**src/common/reset_cause_pkg.sv**
```systemverilog
// Purpose: Shared constants for the reset cause recorder.
// Assumes: One 20 MHz system clock.
// Notes: Option byte addresses are flash byte addresses.
package reset_cause_pkg;
    localparam int CauseWidth = 8;
    localparam int TrapBit = 7;
    localparam int WatchdogBit = 4;
    localparam int SupplyBit = 0;
    localparam logic [7:0] CauseReset = 8'h00;
    localparam logic [7:0] IllegalOpcode = 8'hFF;
    localparam logic [17:0] OptByteFirst = 18'h0_00C0;
    localparam logic [17:0] OptByteSupply = 18'h0_00C1;
    localparam int OptByteCount = 4;
    localparam int LevelLsb = 2;
    localparam int LevelWidth = 2;
    localparam int OcdEnableBit = 7;
    localparam logic [7:0] OptByteReset = 8'hFF;
    typedef enum logic [1:0] {
        LOAD_ADDR,
        LOAD_WAIT,
        RUN
    } load_state_t;
endpackage : reset_cause_pkg

```
**src/design/option_byte_store.sv**
```systemverilog
// Purpose: Holds the four configuration bytes read at reset.
// Assumes: One byte written every second cycle during the load sequence.
// Notes: Read data comes from a register.
`timescale 1ns/100ps
`default_nettype none
module option_byte_store
    import reset_cause_pkg::*;
(
    input wire logic clock, // System clock.
    input wire logic rst_n, // Asynchronous reset, active low.
    input wire logic writeEn, // Store a byte.
    input wire logic [1:0] writeIdx, // Byte index.
    input wire logic [7:0] writeData, // Byte value.
    input wire logic [1:0] readIdx, // Byte index to read.
    output logic [7:0] readData // Registered read data.
);
    logic [7:0] mem_r [OptByteCount];
    logic [7:0] readData_nxt;

    // Read path is registered so the store looks like a small memory.
    always_comb begin
        readData_nxt = mem_r[readIdx];
    end

    // Each entry takes its byte when selected.
    for (genvar i = 0; i < OptByteCount; i++) begin : g_entry
        always_ff @(posedge clock or negedge rst_n) begin
            if (!rst_n) begin
                mem_r[i] <= OptByteReset;
            end else if (writeEn && writeIdx == 2'(i)) begin
                mem_r[i] <= writeData;
            end
        end
    end

    always_ff @(posedge clock or negedge rst_n) begin
        if (!rst_n) begin
            readData <= OptByteReset;
        end else begin
            readData <= readData_nxt;
        end
    end
endmodule : option_byte_store
`default_nettype wire

```
**src/design/reset_cause_recorder.sv**
```systemverilog
// Purpose: Records the cause of the latest internal reset and runs the supply monitor.
// Assumes: Supply comparisons arrive as synchronous level inputs; flash answers in one cycle.
// Notes: rst_n is the external reset input and also the data-retention loss reset.
//
// Function
// - Cause byte: opcode trap bit 7, watchdog bit 4, supply bit 0, rest zero.
// - Cause byte is read only whole; writes have no effect.
// - A byte read returns flags then clears all three.
// - External reset or data-retention loss clears all three flags.
// - Executing opcode FFH resets and sets the trap flag, others held.
// - No opcode trap reset while an emulator or debugger is attached.
// - Watchdog reset sets watchdog flag, other flags held.
// - Supply monitor reset sets supply flag, other flags held.
// - Flags survive internal resets while supply stays above retention limit.
// - Power-up reset held until supply exceeds selected rise level.
// - Reset asserted whenever supply drops below selected fall level.
// - Threshold pair chosen among four levels by a field of byte 000C1H.
// - Configuration bytes 000C0H to 000C3H loaded on power-up and every reset.
`timescale 1ns/100ps
`default_nettype none
module reset_cause_recorder
    import reset_cause_pkg::*;
(
    input wire logic clock, // System clock, 20 MHz.
    input wire logic rst_n, // External reset or retention loss, active low.
    input wire logic causeRead, // Byte-wide read strobe of the cause register.
    output logic [7:0] causeData, // Registered cause byte read data.
    input wire logic opcodeValid, // An opcode is being executed.
    input wire logic [7:0] opcodeByte, // The opcode byte being executed.
    input wire logic debugActive, // Emulator or on-chip debugger attached.
    input wire logic watchdogOverflow, // Watchdog unit overflow pulse.
    input wire logic [3:0] supplyAboveRise, // Rise comparators, one per level.
    input wire logic [3:0] supplyBelowFall, // Fall comparators, one per level.
    output logic [17:0] flashAddr, // Configuration byte address.
    output logic flashRead, // Configuration byte read strobe.
    input wire logic [7:0] flashData, // Configuration byte, one cycle later.
    output logic internalReset, // Internal reset to the core, active high.
    output logic [1:0] supplyLevel, // Applied supply threshold selection.
    output logic debugEnable // Applied on-chip debug enable.
);
    logic [7:0] cause_r;
    logic [7:0] cause_nxt;
    logic [7:0] causeData_nxt;
    load_state_t state_r;
    load_state_t state_nxt;
    logic [1:0] idx_r;
    logic [1:0] idx_nxt;
    logic powerGood_r;
    logic powerGood_nxt;
    logic internalReset_nxt;
    logic [17:0] flashAddr_nxt;
    logic flashRead_nxt;
    logic [1:0] supplyLevel_nxt;
    logic debugEnable_nxt;
    logic [7:0] storeData;
    logic [1:0] level;
    logic trapHit;
    logic supplyTrip;
    logic coreReset;

    // The store keeps the loaded bytes; byte 1 carries the level, byte 3 debug.
    option_byte_store u_store (
        .clock(clock),
        .rst_n(rst_n),
        .writeEn(state_r == LOAD_WAIT),
        .writeIdx(idx_r),
        .writeData(flashData),
        .readIdx(OptByteSupply[1:0]),
        .readData(storeData)
    );

    // level field
    // Level is taken from the applied copy so a reload cannot glitch it.
    assign level = supplyLevel;

    // debug suppression
    // The trap only fires outside debug so breakpoints on FFH stay usable.
    assign trapHit = opcodeValid && (opcodeByte == IllegalOpcode) && !debugActive;

    assign supplyTrip = powerGood_r && supplyBelowFall[level];

    // Any of these restarts the core; each also sets its own flag in the record.
    assign coreReset = trapHit || watchdogOverflow || supplyTrip;

    // Cause flags: set wins over the clear from a read in the same cycle.
    always_comb begin
        cause_nxt = cause_r;
        if (causeRead) begin
            cause_nxt = CauseReset;
        end
        if (trapHit) begin
            cause_nxt[TrapBit] = 1'b1;
        end
        if (watchdogOverflow) begin
            cause_nxt[WatchdogBit] = 1'b1;
        end
        if (supplyTrip) begin
            cause_nxt[SupplyBit] = 1'b1;
        end
        cause_nxt = cause_nxt & ((8'h01 << TrapBit) | (8'h01 << WatchdogBit) | (8'h01 << SupplyBit));
        causeData_nxt = causeRead ? cause_r : causeData;
    end

    always_ff @(posedge clock or negedge rst_n) begin
        if (!rst_n) begin
            cause_r <= CauseReset;
            causeData <= CauseReset;
        end else begin
            cause_r <= cause_nxt;
            causeData <= causeData_nxt;
        end
    end

    // Load sequencer and supply monitor; reset held until both are done.
    always_comb begin
        state_nxt = state_r;
        idx_nxt = idx_r;
        powerGood_nxt = powerGood_r;
        flashRead_nxt = 1'b0;
        flashAddr_nxt = flashAddr;
        supplyLevel_nxt = supplyLevel;
        debugEnable_nxt = debugEnable;
        case (state_r)
            LOAD_ADDR: begin
                flashRead_nxt = 1'b1;
                flashAddr_nxt = OptByteFirst + 18'(idx_r);
                state_nxt = LOAD_WAIT;
            end
            LOAD_WAIT: begin
                if (idx_r == 2'(OptByteCount - 1)) begin
                    // level applied
                    // The level byte comes back from the store, so both settings switch together.
                    supplyLevel_nxt = storeData[LevelLsb +: LevelWidth];
                    debugEnable_nxt = flashData[OcdEnableBit];
                    state_nxt = RUN;
                end else begin
                    state_nxt = LOAD_ADDR;
                end
                idx_nxt = idx_r + 2'd1;
            end
            RUN: begin
                if (!powerGood_r && supplyAboveRise[level]) begin
                    powerGood_nxt = 1'b1;
                end
                // Any core reset re-reads the configuration before running.
                if (coreReset) begin
                    state_nxt = LOAD_ADDR;
                    idx_nxt = 2'd0;
                    powerGood_nxt = !supplyTrip;
                end
            end
            default: begin
                state_nxt = LOAD_ADDR;
                idx_nxt = 2'd0;
            end
        endcase
        internalReset_nxt = (state_nxt != RUN) || !powerGood_nxt;
    end

    always_ff @(posedge clock or negedge rst_n) begin
        if (!rst_n) begin
            state_r <= LOAD_ADDR;
            idx_r <= 2'd0;
            powerGood_r <= 1'b0;
            internalReset <= 1'b1;
            flashAddr <= OptByteFirst;
            flashRead <= 1'b0;
            supplyLevel <= 2'b00;
            debugEnable <= 1'b0;
        end else begin
            state_r <= state_nxt;
            idx_r <= idx_nxt;
            powerGood_r <= powerGood_nxt;
            internalReset <= internalReset_nxt;
            flashAddr <= flashAddr_nxt;
            flashRead <= flashRead_nxt;
            supplyLevel <= supplyLevel_nxt;
            debugEnable <= debugEnable_nxt;
        end
    end
endmodule : reset_cause_recorder
`default_nettype wire

```
**config.mk**
```make
export PLATFORM = sky130hd
export DESIGN_NAME = reset_cause_recorder
export DESIGN_NICKNAME = d
export VERILOG_FILES = /design/src/common/reset_cause_pkg.sv /design/src/design/option_byte_store.sv /design/src/design/reset_cause_recorder.sv
export SDC_FILE = /design/constraint.sdc
export NUM_CORES = 1
export LEC_CHECK = 0
export BUFFER_PORTS_ARGS = -buffer_cell sky130_fd_sc_hd__buf_2
export CORE_MARGIN = 2
export CORE_UTILIZATION = 35
export CTS_BUF_LIST = sky130_fd_sc_hd__clkbuf_4 sky130_fd_sc_hd__clkbuf_8 sky130_fd_sc_hd__clkbuf_16
export DETAILED_ROUTE_END_ITERATION = 6
export GPL_TIMING_DRIVEN = 0
export PLACE_DENSITY_LB_ADDON = 0.05
export SLEW_MARGIN = 0
export SYNTH_ARGS = -nofsm -noshare
export SYNTH_HDL_FRONTEND = slang
export SYNTH_HIERARCHICAL = 1
export SYNTH_SLANG_ARGS = --single-unit
```
**constraint.sdc**
```tcl
create_clock -name clock -period 1.6 [get_ports clock]
set_clock_uncertainty 0.1 [all_clocks]
set_input_delay 0.32 -clock clock [delete_from_list [all_inputs] [get_ports clock]]
set_output_delay 0.32 -clock clock [all_outputs]
set_load 0.03 [all_outputs]
```
==> out/qor.csv <==
metric,value,unit
slowest_stage,mux4_2,
startpoint_type,flop,
die-area,4533,sq um
die_w,67.33,um
worstMarginPinSlew,0.5918,ns
vias_per_cell,4.252,
h-tree-depth,1,
hp-class,in -> reg,
ys_warn_count,6,
cts_made_buffers,3,
final.fill_count,386,
drt_iter0_drc,20,
cp.required,1.70,ns
syn2layout_area_growth,27.90,%
cts_root_buf,clkbuf_8,
nNetsFinal,200,
diodes,0,
status,"complete, but fails checks",
gp_congestion,0.7376,
final_util,0.4554,
critPathMaxFanout,4,
grt_setup_unrepaired,true,
die_h,67.33,um
failed_checks,setup timing,
avgSynthCellArea,13.24,sq um
first_global_vias,829,
p_leak,0.0009115,uW
coreArea,3943,sq um
max-cap-violations,0,
ant_nets,0,
total_power,2933,uW
mostFrequentLayoutCells,"buf_2, buf_4, conb_1, mux2_2, dfrtp_1",
firstDrtPassIters,4,
grt_overflow_total,0,
internal_power,1900,uW
critPathCaptureType,flop,
setup-violations-final,2,
crit_arrival,1.76,ns
pin_count,61,
track_usage,0.1050,
tns,-0.1059,ns
cp_top_family,multiplexers,
start_util,0.3561,
cts_buffer_depth,2,
critPathKind,reg -> reg,
syn-cell-area,1404,sq um
peakVddDrop,0.7025,mV
grt_max_degree,28,
timing.critical_path.buf_inv,0,
p_switching,1033,uW
cts_sinks,27,
cts_tree,built,
clkPwrFrac,0.128,
slew_violations,0,
place_hpwl,1829,um
hold_viol_final,0,
period_needed,1.654,ns
p_sw_frac,0.3521,
crit_chain,"mux4_2, or2_0, o311a_1, o21ai_2",
clk_pin_slew_worst_paths,0.09,ns
num_vias,927,
clock_latency,0.27,ns
drive_above_1_share,0.6012,
drc,0,
io_buffers,34,
fp-row-count,23,
grt_pass1_wl,3574,um
netlist_instances,106,
slew_headroom,0.6055,
antenna_found_initial,0,
combPwrFrac,0.426,
drt-total-wl,2304,um
mostFrequentLayoutCell,buf_2,
worst_slack,-0.05384,ns
p_per_area,1634,nW/um^2
pwr-share-seq,0.446,
max_freq,604.7,MHz
worst_path_largest_cell_delay,0.50,ns
wl_per_cell,10.57,um
post-route-period-util,1.034,
## path summary, 6_finish.rpt
kind | from | end | slack, ns | cells past startpoint
worst max-delay path | supplyLevel[0]$_DFFE_PN0P_ | internalReset$_DFF_PN1_ | -0.05 | 4
worst min-delay path | flashData[7] | debugEnable$_DFFE_PN0P_ | 0.18 | 2
worst max register to register | supplyLevel[0]$_DFFE_PN0P_ | internalReset$_DFF_PN1_ | -0.05 | 4
worst min register to register | cause_r[4]$_DFFE_PN0P_ | cause_r[4]$_DFFE_PN0P_ | 0.38 | 1
max in group asynchronous | rst_n | supplyLevel[0]$_DFFE_PN0P_ | 0.50 | 2
min in group asynchronous | rst_n | flashAddr[0]$_DFFE_PN0P_ | 0.48 | 2
## layer usage
metal | share of wire | up-vias | global-route usage
met5 | 0 | - | 0
met4 | 0.0087 | 0 | 0.04592
met3 | 0.090 | 2 | 0.02000
met2 | 0.46 | 41 | 0.1832
met1 | 0.44 | 426 | 0.1254
li1 | - | 458 | -
## power groups by stage
stage | Sequential (uW) | Combinational (uW) | Clock (uW)
3_3_place_gp | 1330 | 1200 | 0
6_report | 1310 | 1250 | 375
4_1_cts | 1320 | 1260 | 399
3_5_place_dp | 1340 | 1220 | 0
2_1_floorplan | 1470 | 797 | 0
5_1_grt | 1360 | 1360 | 434
## timing repair
action	4_1_cts	5_1_grt
hold buffers	1	0
hold endpoints to repair	16	0
gates cloned	0	0
resized for setup	0	0
setup buffers	2	0
setup endpoints to repair	2	5
## state kept, by name (all words and copies together) (netlist names)
register          count
u_store/mem_r         8
causeData             3
cause_r               3
flashAddr             2
idx_r                 2
state_r               2
supplyLevel           2
u_store/readData      2
debugEnable           1
internalReset         1
powerGood_r           1
## worst reg2reg max path: stages, from the launching register on
cell     delay [ns]
dfrtp_2        0.40
mux4_2         0.50
or2_0          0.21
o311a_1        0.32
o21ai_2        0.06
## area by class of cell
class                   instances  area [sq um]  area share
multi-input cells              75         626.9      0.3491
clock inverters                 1         5.005    0.002787
clock buffers                   3         41.29     0.02300
inverters                       2         7.507    0.004181
plain buffers                  23         166.4     0.09268
repair buffers                 37         195.2      0.1087
flip-flops and latches         27         690.7      0.3847
well taps                      50         62.56     0.03484
## through the flow
stage	instance area, sq um	hold slack (ns)	setup WS [ns]	std cells
2_1_floorplan	1491	-0.07559	-0.1198	127
3_3_place_gp	1724	0.2574	-0.1271	211
3_5_place_dp	1724	0.2608	-0.1150	211
4_1_cts	1795	0.1758	-0.07358	218
5_1_grt	1795	0.1786	-0.1377	218
6_report	1795	0.1820	-0.05384	218
Power figures use the tool's default switching activity.
